$ cat src/logic/seq_pkg.sv
/* seq_pkg: register map, field widths, reset values and layer encoding
   for the arm/trigger acquisition sequencer.
   assumes: a 32-bit apb slave with byte addresses in paddr[7:0]. */
package seq_pkg;
   // widths
   localparam int CNT_W = 8;
   localparam int DLY_W = 16;
   localparam int DATA_W = 16;
   localparam int DEPTH_W = 6;
   localparam int CHANS = 8;
   localparam int LINES = 16;
   localparam int BANK_W = 8;

   // register byte offsets
   localparam logic [7:0] A_CONFIG = 8'h00;
   localparam logic [7:0] A_COMMAND = 8'h04;
   localparam logic [7:0] A_ARM_COUNT = 8'h08;
   localparam logic [7:0] A_TRIGGER_PASS_COUNT = 8'h0C;
   localparam logic [7:0] A_ARM_DELAY = 8'h10;
   localparam logic [7:0] A_TRIG_DELAY = 8'h14;
   localparam logic [7:0] A_SAMPLE_COUNT = 8'h18;
   localparam logic [7:0] A_SCAN_LIST = 8'h1C;
   localparam logic [7:0] A_LINE_DRIVE = 8'h20;
   localparam logic [7:0] A_ARM_SOURCE = 8'h24;
   localparam logic [7:0] A_TRIG_SOURCE = 8'h28;
   localparam logic [7:0] A_STATUS = 8'h2C;
   localparam logic [7:0] A_LINE_IN = 8'h30;
   localparam logic [7:0] A_BUF_DATA = 8'h34;

   // config bits
   localparam int CFG_W = 5;
   localparam int CFG_REARM = 0;
   localparam int CFG_DIR0 = 1;
   localparam int CFG_DIR1 = 2;
   localparam int CFG_ACT0 = 3;
   localparam int CFG_ACT1 = 4;

   // command bits, write one to issue
   localparam int CMD_INIT = 0;
   localparam int CMD_ARM = 1;
   localparam int CMD_TRIG = 2;

   // reset values
   localparam logic [CFG_W-1:0] CONFIG_RST = 5'h00;
   localparam logic [CNT_W-1:0] PASS_RST = 8'h01;
   localparam logic [DLY_W-1:0] DELAY_RST = 16'h0000;
   localparam logic [CNT_W-1:0] SAMPLE_RST = 8'h01;
   localparam logic [CHANS-1:0] SCAN_RST = 8'h01;
   localparam logic [LINES-1:0] LINE_RST = 16'h0000;

   typedef enum logic [2:0] {
      IDLE, INIT, ARM_WAIT, ARM_DELAY, TRIG_WAIT, TRIG_DELAY, ACQUIRE
   } layer_t;
endpackage

$ cat src/logic/sample_mem.sv
/* sample_mem: single-port-write, registered-read sample buffer store.
   assumes: one clock; read data appears one edge after the address. */
`timescale 1ns/1ps
module sample_mem (
   // clock
   input wire logic pclk,
   // write side
   input wire logic wr_en,
   input wire logic [seq_pkg::DEPTH_W-1:0] wr_addr,
   input wire logic [seq_pkg::DATA_W-1:0] wr_data,
   // read side
   input wire logic [seq_pkg::DEPTH_W-1:0] rd_addr,
   output logic [seq_pkg::DATA_W-1:0] rd_data
);
   logic [seq_pkg::DATA_W-1:0] mem [0:(1<<seq_pkg::DEPTH_W)-1];

   always_ff @(posedge pclk) begin
      if (wr_en) begin
         mem[wr_addr] <= wr_data;
      end
      rd_data <= mem[rd_addr];
   end
endmodule

$ cat src/logic/arm_trigger_sequencer.sv
/* arm_trigger_sequencer: apb-controlled arm/trigger acquisition sequencer
   with a sample buffer and two banks of digital lines.
   assumes: pclk 200 MHz, presetn async low; converter results arrive
   free-running as adc_valid pulses tagged with their channel. */
// Notes on behaviour
// - after reset rest idle, no acquisition until initialize
// - initialize passes through init into arm and clears the buffer
// - arm pass count reloads on entering arm from init
// - arm layer waits for selected arm event or software arm
// - then wait arm delay, decrement arm count, enter trigger layer
// - entering trigger from arm reloads the trigger pass count
// - trigger layer waits for trigger event or software trigger
// - then wait trigger delay, decrement trigger count, enter acquire
// - acquire measures each scanned channel sample-count times into buffer
// - trigger count nonzero after acquire: back to trigger wait, no reload
// - trigger count zero, arm count nonzero: re-enter arm layer
// - arm count zero returns to init; auto-rearm re-enters arm, no clear
// - auto-rearm off: init goes idle awaiting new initialize
// - sixteen lines in two banks of eight
// - bank direction set per bank, input after reset
// - output bank selects passive or active pull-up drive
// - input lines may act as arm source, trigger source, or both
// - samples outside acquire are taken but discarded
`timescale 1ns/1ps
module arm_trigger_sequencer (
   // clock and reset
   input wire logic pclk,
   input wire logic presetn,
   // apb slave
   input wire logic psel,
   input wire logic penable,
   input wire logic pwrite,
   input wire logic [7:0] paddr,
   input wire logic [31:0] pwdata,
   output logic [31:0] prdata,
   output logic pready,
   output logic pslverr,
   // converter results
   input wire logic adc_valid,
   input wire logic [2:0] adc_chan,
   input wire logic [seq_pkg::DATA_W-1:0] adc_data,
   // digital lines
   input wire logic [seq_pkg::LINES-1:0] digital_line_in,
   output logic [seq_pkg::LINES-1:0] digital_line_out,
   output logic [seq_pkg::LINES-1:0] digital_line_oe
);
   function automatic logic [seq_pkg::CNT_W-1:0] dec(input logic [seq_pkg::CNT_W-1:0] v);
      dec = (v == 8'h00) ? 8'h00 : v - 8'h01;
   endfunction

   function automatic logic at(input logic [7:0] a, input logic [7:0] off);
      at = (a == off);
   endfunction

   // bus handshake
   logic wr;
   logic rd;
   logic hit;
   logic [31:0] rd_word;
   logic [31:0] next_prdata;
   logic next_pready;
   logic next_pslverr;

   // configuration
   logic [seq_pkg::CFG_W-1:0] cfg, next_cfg;
   logic [seq_pkg::CNT_W-1:0] arm_count, next_arm_count;
   logic [seq_pkg::CNT_W-1:0] trigger_pass_count, next_trigger_pass_count;
   logic [seq_pkg::DLY_W-1:0] arm_delay, next_arm_delay;
   logic [seq_pkg::DLY_W-1:0] trig_delay, next_trig_delay;
   logic [seq_pkg::CNT_W-1:0] sample_count, next_sample_count;
   logic [seq_pkg::CHANS-1:0] scan_list, next_scan_list;
   logic [seq_pkg::LINES-1:0] line_drive, next_line_drive;
   logic [seq_pkg::LINES-1:0] arm_source, next_arm_source;
   logic [seq_pkg::LINES-1:0] trig_source, next_trig_source;
   logic cmd_init;
   logic cmd_arm;
   logic cmd_trig;

   // sequencer
   seq_pkg::layer_t layer, next_layer;
   logic [seq_pkg::CNT_W-1:0] arm_left, next_arm_left;
   logic [seq_pkg::CNT_W-1:0] trig_left, next_trig_left;
   logic [seq_pkg::DLY_W-1:0] delay, next_delay;
   logic [seq_pkg::CNT_W-1:0] samples, next_samples;
   logic [seq_pkg::CHANS-1:0] seen, next_seen;
   logic go, next_go;
   logic pass_end;
   logic take;
   logic [seq_pkg::CHANS-1:0] chan_bit;
   logic [seq_pkg::CNT_W-1:0] samples_inc;

   // buffer
   logic [seq_pkg::DEPTH_W-1:0] wptr, next_wptr;
   logic [seq_pkg::DEPTH_W-1:0] rptr, next_rptr;
   logic [seq_pkg::DEPTH_W:0] buf_count, next_buf_count;
   logic [seq_pkg::DEPTH_W:0] buf_seen;
   logic overflow, next_overflow;
   logic mem_wr;
   logic pop;
   logic [seq_pkg::DATA_W-1:0] mem_rdata;

   // digital lines
   logic [seq_pkg::LINES-1:0] line_prev;
   logic [seq_pkg::LINES-1:0] in_mask;
   logic [seq_pkg::LINES-1:0] line_rise;
   logic arm_hit;
   logic trig_hit;
   logic [1:0] bank_out;
   logic [1:0] bank_act;
   logic [seq_pkg::LINES-1:0] next_line_out;
   logic [seq_pkg::LINES-1:0] next_line_oe;

   // one wait state: prdata is captured in the first access cycle
   assign wr = psel & penable & pready & pwrite;
   assign rd = psel & penable & pready & ~pwrite;

   always_comb begin
      hit = 1'b1;
      rd_word = 32'h0000_0000;
      case (paddr)
         seq_pkg::A_CONFIG: rd_word[seq_pkg::CFG_W-1:0] = cfg;
         seq_pkg::A_COMMAND: rd_word = 32'h0000_0000;
         seq_pkg::A_ARM_COUNT: rd_word[seq_pkg::CNT_W-1:0] = arm_count;
         seq_pkg::A_TRIGGER_PASS_COUNT: rd_word[seq_pkg::CNT_W-1:0] = trigger_pass_count;
         seq_pkg::A_ARM_DELAY: rd_word[seq_pkg::DLY_W-1:0] = arm_delay;
         seq_pkg::A_TRIG_DELAY: rd_word[seq_pkg::DLY_W-1:0] = trig_delay;
         seq_pkg::A_SAMPLE_COUNT: rd_word[seq_pkg::CNT_W-1:0] = sample_count;
         seq_pkg::A_SCAN_LIST: rd_word[seq_pkg::CHANS-1:0] = scan_list;
         seq_pkg::A_LINE_DRIVE: rd_word[seq_pkg::LINES-1:0] = line_drive;
         seq_pkg::A_ARM_SOURCE: rd_word[seq_pkg::LINES-1:0] = arm_source;
         seq_pkg::A_TRIG_SOURCE: rd_word[seq_pkg::LINES-1:0] = trig_source;
         seq_pkg::A_STATUS: rd_word = {overflow, buf_count, trig_left, arm_left, 5'h00, layer};
         seq_pkg::A_LINE_IN: rd_word[seq_pkg::LINES-1:0] = digital_line_in;
         seq_pkg::A_BUF_DATA: begin
            if (buf_seen != 7'h00) begin
               rd_word[seq_pkg::DATA_W-1:0] = mem_rdata;
            end
         end
         default: hit = 1'b0;
      endcase
      next_pready = psel & penable & ~pready;
      next_pslverr = psel & penable & ~pready & ~hit;
      next_prdata = (psel & penable & ~pready) ? rd_word : prdata;
   end

   always_ff @(posedge pclk or negedge presetn) begin
      if (!presetn) begin
         pready <= 1'b0;
         pslverr <= 1'b0;
         prdata <= 32'h0000_0000;
      end else begin
         pready <= next_pready;
         pslverr <= next_pslverr;
         prdata <= next_prdata;
      end
   end

   // register writes and command pulses
   assign cmd_init = wr & at(paddr, seq_pkg::A_COMMAND) & pwdata[seq_pkg::CMD_INIT];
   assign cmd_arm = wr & at(paddr, seq_pkg::A_COMMAND) & pwdata[seq_pkg::CMD_ARM];
   assign cmd_trig = wr & at(paddr, seq_pkg::A_COMMAND) & pwdata[seq_pkg::CMD_TRIG];

   always_comb begin
      next_cfg = cfg;
      next_arm_count = arm_count;
      next_trigger_pass_count = trigger_pass_count;
      next_arm_delay = arm_delay;
      next_trig_delay = trig_delay;
      next_sample_count = sample_count;
      next_scan_list = scan_list;
      next_line_drive = line_drive;
      next_arm_source = arm_source;
      next_trig_source = trig_source;
      if (wr) begin
         case (paddr)
            seq_pkg::A_CONFIG: next_cfg = pwdata[seq_pkg::CFG_W-1:0];
            seq_pkg::A_ARM_COUNT: next_arm_count = pwdata[seq_pkg::CNT_W-1:0];
            seq_pkg::A_TRIGGER_PASS_COUNT: next_trigger_pass_count = pwdata[seq_pkg::CNT_W-1:0];
            seq_pkg::A_ARM_DELAY: next_arm_delay = pwdata[seq_pkg::DLY_W-1:0];
            seq_pkg::A_TRIG_DELAY: next_trig_delay = pwdata[seq_pkg::DLY_W-1:0];
            seq_pkg::A_SAMPLE_COUNT: next_sample_count = pwdata[seq_pkg::CNT_W-1:0];
            seq_pkg::A_SCAN_LIST: next_scan_list = pwdata[seq_pkg::CHANS-1:0];
            seq_pkg::A_LINE_DRIVE: next_line_drive = pwdata[seq_pkg::LINES-1:0];
            seq_pkg::A_ARM_SOURCE: next_arm_source = pwdata[seq_pkg::LINES-1:0];
            seq_pkg::A_TRIG_SOURCE: next_trig_source = pwdata[seq_pkg::LINES-1:0];
            default: next_cfg = cfg;
         endcase
      end
   end

   always_ff @(posedge pclk or negedge presetn) begin
      if (!presetn) begin
         cfg <= seq_pkg::CONFIG_RST;
         arm_count <= seq_pkg::PASS_RST;
         trigger_pass_count <= seq_pkg::PASS_RST;
         arm_delay <= seq_pkg::DELAY_RST;
         trig_delay <= seq_pkg::DELAY_RST;
         sample_count <= seq_pkg::SAMPLE_RST;
         scan_list <= seq_pkg::SCAN_RST;
         line_drive <= seq_pkg::LINE_RST;
         arm_source <= seq_pkg::LINE_RST;
         trig_source <= seq_pkg::LINE_RST;
      end else begin
         cfg <= next_cfg;
         arm_count <= next_arm_count;
         trigger_pass_count <= next_trigger_pass_count;
         arm_delay <= next_arm_delay;
         trig_delay <= next_trig_delay;
         sample_count <= next_sample_count;
         scan_list <= next_scan_list;
         line_drive <= next_line_drive;
         arm_source <= next_arm_source;
         trig_source <= next_trig_source;
      end
   end

   // line events: rising edges on lines of input banks only
   assign bank_out = {cfg[seq_pkg::CFG_DIR1], cfg[seq_pkg::CFG_DIR0]};
   assign bank_act = {cfg[seq_pkg::CFG_ACT1], cfg[seq_pkg::CFG_ACT0]};
   assign in_mask = {{seq_pkg::BANK_W{~bank_out[1]}}, {seq_pkg::BANK_W{~bank_out[0]}}};
   assign line_rise = digital_line_in & ~line_prev & in_mask;
   assign arm_hit = |(line_rise & arm_source);
   assign trig_hit = |(line_rise & trig_source);

   always_comb begin
      for (int i = 0; i < seq_pkg::LINES; i++) begin
         // passive pull-up only sinks; active pull-up drives both levels
         next_line_oe[i] = bank_out[i / seq_pkg::BANK_W] & (bank_act[i / seq_pkg::BANK_W] | ~line_drive[i]);
         next_line_out[i] = bank_act[i / seq_pkg::BANK_W] & line_drive[i];
      end
   end

   always_ff @(posedge pclk or negedge presetn) begin
      if (!presetn) begin
         line_prev <= 16'h0000;
         digital_line_out <= 16'h0000;
         digital_line_oe <= 16'h0000;
      end else begin
         line_prev <= digital_line_in;
         digital_line_out <= next_line_out;
         digital_line_oe <= next_line_oe;
      end
   end

   // sequencer
   assign chan_bit = 8'h01 << adc_chan;
   assign take = adc_valid & scan_list[adc_chan];
   assign samples_inc = samples + 8'h01;

   always_comb begin
      next_layer = layer;
      next_arm_left = arm_left;
      next_trig_left = trig_left;
      next_delay = delay;
      next_samples = samples;
      next_seen = seen;
      next_go = go;
      pass_end = 1'b0;
      unique case (layer)
         seq_pkg::IDLE: begin
            if (cmd_init) begin
               next_layer = seq_pkg::INIT;
               next_go = 1'b1;
            end
         end
         seq_pkg::INIT: begin
            next_go = 1'b0;
            if (go | cfg[seq_pkg::CFG_REARM]) begin
               next_layer = seq_pkg::ARM_WAIT;
               next_arm_left = arm_count;
            end else begin
               next_layer = seq_pkg::IDLE;
            end
         end
         seq_pkg::ARM_WAIT: begin
            if (arm_hit | cmd_arm) begin
               if (arm_delay == 16'h0000) begin
                  next_layer = seq_pkg::TRIG_WAIT;
                  next_arm_left = dec(arm_left);
                  next_trig_left = trigger_pass_count;
               end else begin
                  next_layer = seq_pkg::ARM_DELAY;
                  next_delay = arm_delay;
               end
            end
         end
         seq_pkg::ARM_DELAY: begin
            next_delay = delay - 16'h0001;
            if (delay == 16'h0001) begin
               next_layer = seq_pkg::TRIG_WAIT;
               next_arm_left = dec(arm_left);
               next_trig_left = trigger_pass_count;
            end
         end
         seq_pkg::TRIG_WAIT: begin
            if (trig_hit | cmd_trig) begin
               next_samples = 8'h00;
               next_seen = 8'h00;
               if (trig_delay == 16'h0000) begin
                  next_layer = seq_pkg::ACQUIRE;
                  next_trig_left = dec(trig_left);
               end else begin
                  next_layer = seq_pkg::TRIG_DELAY;
                  next_delay = trig_delay;
               end
            end
         end
         seq_pkg::TRIG_DELAY: begin
            next_delay = delay - 16'h0001;
            if (delay == 16'h0001) begin
               next_layer = seq_pkg::ACQUIRE;
               next_trig_left = dec(trig_left);
            end
         end
         seq_pkg::ACQUIRE: begin
            if (take) begin
               next_seen = seen | chan_bit;
               if ((seen | chan_bit) == scan_list) begin
                  next_seen = 8'h00;
                  next_samples = samples_inc;
                  pass_end = (samples_inc == sample_count);
               end
            end
            if (scan_list == 8'h00 || sample_count == 8'h00) begin
               pass_end = 1'b1;
            end
            if (pass_end) begin
               if (trig_left != 8'h00) begin
                  next_layer = seq_pkg::TRIG_WAIT;
               end else if (arm_left != 8'h00) begin
                  next_layer = seq_pkg::ARM_WAIT;
               end else begin
                  next_layer = seq_pkg::INIT;
               end
            end
         end
         default: next_layer = seq_pkg::IDLE;
      endcase
   end

   always_ff @(posedge pclk or negedge presetn) begin
      if (!presetn) begin
         layer <= seq_pkg::IDLE;
         arm_left <= 8'h00;
         trig_left <= 8'h00;
         delay <= 16'h0000;
         samples <= 8'h00;
         seen <= 8'h00;
         go <= 1'b0;
      end else begin
         layer <= next_layer;
         arm_left <= next_arm_left;
         trig_left <= next_trig_left;
         delay <= next_delay;
         samples <= next_samples;
         seen <= next_seen;
         go <= next_go;
      end
   end

   // buffer: samples outside acquire never reach it
   assign mem_wr = (layer == seq_pkg::ACQUIRE) & take & (buf_count[seq_pkg::DEPTH_W] == 1'b0);
   assign pop = rd & at(paddr, seq_pkg::A_BUF_DATA) & (buf_seen != 7'h00);

   always_comb begin
      next_wptr = mem_wr ? wptr + 6'h01 : wptr;
      next_rptr = pop ? rptr + 6'h01 : rptr;
      next_buf_count = buf_count + {6'h00, mem_wr} - {6'h00, pop};
      next_overflow = overflow | ((layer == seq_pkg::ACQUIRE) & take & buf_count[seq_pkg::DEPTH_W]);
      if (layer == seq_pkg::IDLE && cmd_init) begin
         next_wptr = 6'h00;
         next_rptr = 6'h00;
         next_buf_count = 7'h00;
         next_overflow = 1'b0;
      end
   end

   always_ff @(posedge pclk or negedge presetn) begin
      if (!presetn) begin
         wptr <= 6'h00;
         rptr <= 6'h00;
         buf_count <= 7'h00;
         buf_seen <= 7'h00;
         overflow <= 1'b0;
      end else begin
         wptr <= next_wptr;
         rptr <= next_rptr;
         buf_count <= next_buf_count;
         buf_seen <= buf_count; // lags a write until its word can be read
         overflow <= next_overflow;
      end
   end

   sample_mem store (
      .pclk(pclk),
      .wr_en(mem_wr),
      .wr_addr(wptr),
      .wr_data(adc_data),
      .rd_addr(rptr),
      .rd_data(mem_rdata)
   );
endmodule

$ cat config.mk
export PLATFORM = sky130hd
export DESIGN_NAME = arm_trigger_sequencer
export DESIGN_NICKNAME = d
export VERILOG_FILES = /design/src/logic/seq_pkg.sv /design/src/logic/sample_mem.sv /design/src/logic/arm_trigger_sequencer.sv
export SDC_FILE = /design/constraint.sdc
export NUM_CORES = 2
export LEC_CHECK = 0
export BUFFER_PORTS_ARGS = -buffer_cell sky130_fd_sc_hd__buf_2
export CAP_MARGIN = 0
export CORE_MARGIN = 1.5
export CORE_UTILIZATION = 55
export CTS_BUF_LIST = sky130_fd_sc_hd__clkbuf_16
export DETAILED_ROUTE_END_ITERATION = 12
export MAX_ROUTING_LAYER = met4
export PLACE_DENSITY_LB_ADDON = 0.2
export SYNTH_ARGS = -nofsm -noshare
export SYNTH_HDL_FRONTEND = slang
export SYNTH_HIERARCHICAL = 1
export SYNTH_SLANG_ARGS = --single-unit
$ cat constraint.sdc
create_clock -name pclk -period 11.6 [get_ports pclk]
set_clock_uncertainty 0.05 [all_clocks]
set_input_delay 3.48 -clock pclk [delete_from_list [all_inputs] [get_ports pclk]]
set_output_delay 3.48 -clock pclk [all_outputs]
set_load 0.005 [all_outputs]
==> results.txt <==
outcome - completed
final hold violations - 0
Total GRT Usage - 28.7%
fmax - 142 MHz
# DRC - 0
min-delay src - buf_count[0]$_DFF_PN0_
vias in the first global route - 29869
WL per Instance - 29.2 microns
drt pass-1 iters - 6
sequential standard cell area - 38000 sq um
Post-Syn Area - 53500 sq um
Post-Route WL - 136 mm
Synth area leaders - edfxtp_1 58%, dfrtp_1 13%, mux4_2 9.3%, mux2_2 3.1%, mux2i_1 1.7%
Starting Density - 55.4%
DPL Wire Length - 84.1 mm
Hold Path Class - reg2reg
clk root buf - clkbuf_16
total grt overflow - 0
Crit path max-delay family - simple AND/OR/NAND/NOR gates
Hold EP - buf_seen[0]$_DFF_PN0_
Pwr Density - 160 nW/um^2
Max-Cap Viols - 0
Vias - 29707
Area growth syn-to-layout - 12.0%
post-route ant nets - 0
fin crit period - 7030 ps
unrepaired setup endpoints after global routing - false
top cell type's share of synthesized area - 57.5%
share of cells above drive strength 1 - 24.4%
max incr delay on CP - 980 ps
Distinct cells, synth - 88
count leader, synth - edfxtp_1
post-synth top area cell - edfxtp_1
die area - 99100 sq um
Syn Nets - 3166
Worst Path Arrival - 7590 ps
die height - 315 microns
final count of negative-setup-slack endpoints - 0
via-per-instance ratio - 6.38
Worst setup SP type - input port
Commonest cells post-synth - 1024 x edfxtp_1, 274 x dfrtp_1, 221 x mux4_2
Syn Inst Count - 3070
Static Leak - 0.0208 uW
# port buffers - 130
DR iter-0 viols - 3173
R2R Path Start - layer[0]$_DFFE_PN0P_
first-pass GRT wire length - 199 mm
worst r2r path cells - 9
TritonCTS buffer count - 138
critical path's slowest cell - a211oi_4
WP buf/inv - 3
Cell Rows - 114
# Post-CTS Setup Buffers - 0
# fillers - 6856
number of flops mapped to enable cells by yosys - 1024
critical path capture point type - flop
clock slew at reported path FFs - 60 ps
core box area - 96600 sq um
largest net degree at the start of global routing - 117
initial antenna violation count - 4
io pins - 147
Synth Register Bits - 1318
die width - 315 microns
slew of the pin with the lowest slew margin - 1320 ps
Avg Cell Area, Syn - 17.4 sq um
clock sinks - 1318
Clock H-tree levels - 4
R2R Setup Slk - 6930 ps
Final Wtd Congestion - 0.969
multi-input logic area - 14300 sq um
async set-reset flop share out of synthesis - 21.1%
dominant register cell in the synthesized netlist - edfxtp_1
Pwr Total - 9580 uW
worst skew pair latency - 750 ps
Max VDD drop - 0.134 mV
max-slew violation count - 0
relative slew slack - 11.4%
hold path cells - 0
fin crit share - 60.6%
Ys Warns - 6
cts hold-fix bufs - 0
TritonCTS clock tree - done
Setup TNS - 0 ps
crit path kind - in2reg
crit-path cells - buf_2 -> or4b_1 -> a211oi_4 -> nor3b_4 -> ha_1 -> inv_1 -> ha_1 -> inv_1 -> fa_1 -> nor2b_1 -> o21ai_0 -> a21oi_1 -> o21ai_0 -> nand2b_1 -> xnor2_1 -> nor2_1
r2r endpoint - store/mem[38][13]$_DFFE_PP_
Crit Path Max Fanout - 17
post-cts resize count - 0
CTS max path bufs - 3
final net count - 3370
Critical Path RT - 12160 ps
post-synthesis sequential area ratio - 71.1%
==> worst max-delay path by stage <==
stage / to / slack, ps / cells after the start / startpoint
2_1_floorplan: store/mem[48][0]$_DFFE_PP_ / 4710 / 8 / adc_chan[1]
3_3_place_gp: buf_count[6]$_DFF_PN0_ / 3820 / 16 / paddr[1]
3_5_place_dp: buf_count[6]$_DFF_PN0_ / 3900 / 16 / paddr[1]
4_1_cts: buf_count[6]$_DFF_PN0_ / 4640 / 16 / paddr[1]
5_1_grt: buf_count[6]$_DFF_PN0_ / 4380 / 16 / paddr[1]
6_report: buf_count[6]$_DFF_PN0_ / 4570 / 16 / paddr[1]
==> state kept, by name (all words and copies together), names as in the netlist, 16 cells and up <==
name              flops
store/mem          1024
trig_source          16
digital_line_out     16
arm_delay            16
arm_source           16
prdata               32
line_drive           16
trig_delay           16
delay                16
store/rd_data        16
digital_line_oe      16
line_prev            16
==> cell type report <==
class	instances	share of cell area [%]
antenna	2	0.00836
clock buffer	143	5.98
clock inverter	101	1.20
inverter	35	0.219
multi-input combinational	1547	23.9
sequential	1318	63.5
tap	1276	2.67
timing repair buffer	234	2.47
==> metrics by stage <==
step	worst slack, ps	hold slack, ps	utilization (%)	std cells	instance area, sq um
after floorplan	4710	329	-	3070	53500
after global placement	3820	377	57.6	4410	55600
after detailed placement	3900	390	57.6	4410	55600
after CTS	4640	404	62.0	4654	59900
after global routing	4380	417	62.0	4656	59900
final	4570	398	62.0	4656	59900
==> metal layers <==
metal / share of wire (%) / GRT usage, %
met3: 6.4 / 4.28
met4: 4.1 / 11.7
met5: 0 / -
met2: 51 / 46.6
met1: 39 / 36.5
==> report_power, final <==
group | leakage (uW) | total, uW | internal (uW) | switching [uW]
Sequential | 0.0131 | 5150 | 5120 | 22.2
Clock | 0.00219 | 4200 | 2430 | 1770
Combinational | 0.00552 | 236 | 67.6 | 168
==> layout by cell type (no fill, tap or decap), drive strengths merged, types with 18 or more instances in the layout <==
cell type / n
a211oi: 18
a21boi: 18
a21oi: 62
a221oi: 34
a222oi: 19
a22o: 21
a22oi: 72
a31oi: 34
and2: 30
buf: 234
clkbuf: 143
clkinv: 53
dfrtp: 274
edfxtp: 1024
inv: 68
mux2: 147
mux2i: 89
mux4: 225
nand2: 140
nand3: 67
nand4: 23
nor2: 180
nor2b: 41
nor3: 26
nor4: 31
o21ai: 64
==> kinds of logic after synthesis <==
family | share of synthesized area, %
AO/OA/AOI/OAI | 5.80
multiplexers | 14.3
XOR/XNOR | 0.426
adder cells (fa/ha/maj) | 0.365
flip-flops | 71.1
buffers and inverters | 2.12
AND/OR/NAND/NOR | 5.88
(Power assumes the default switching activity.)
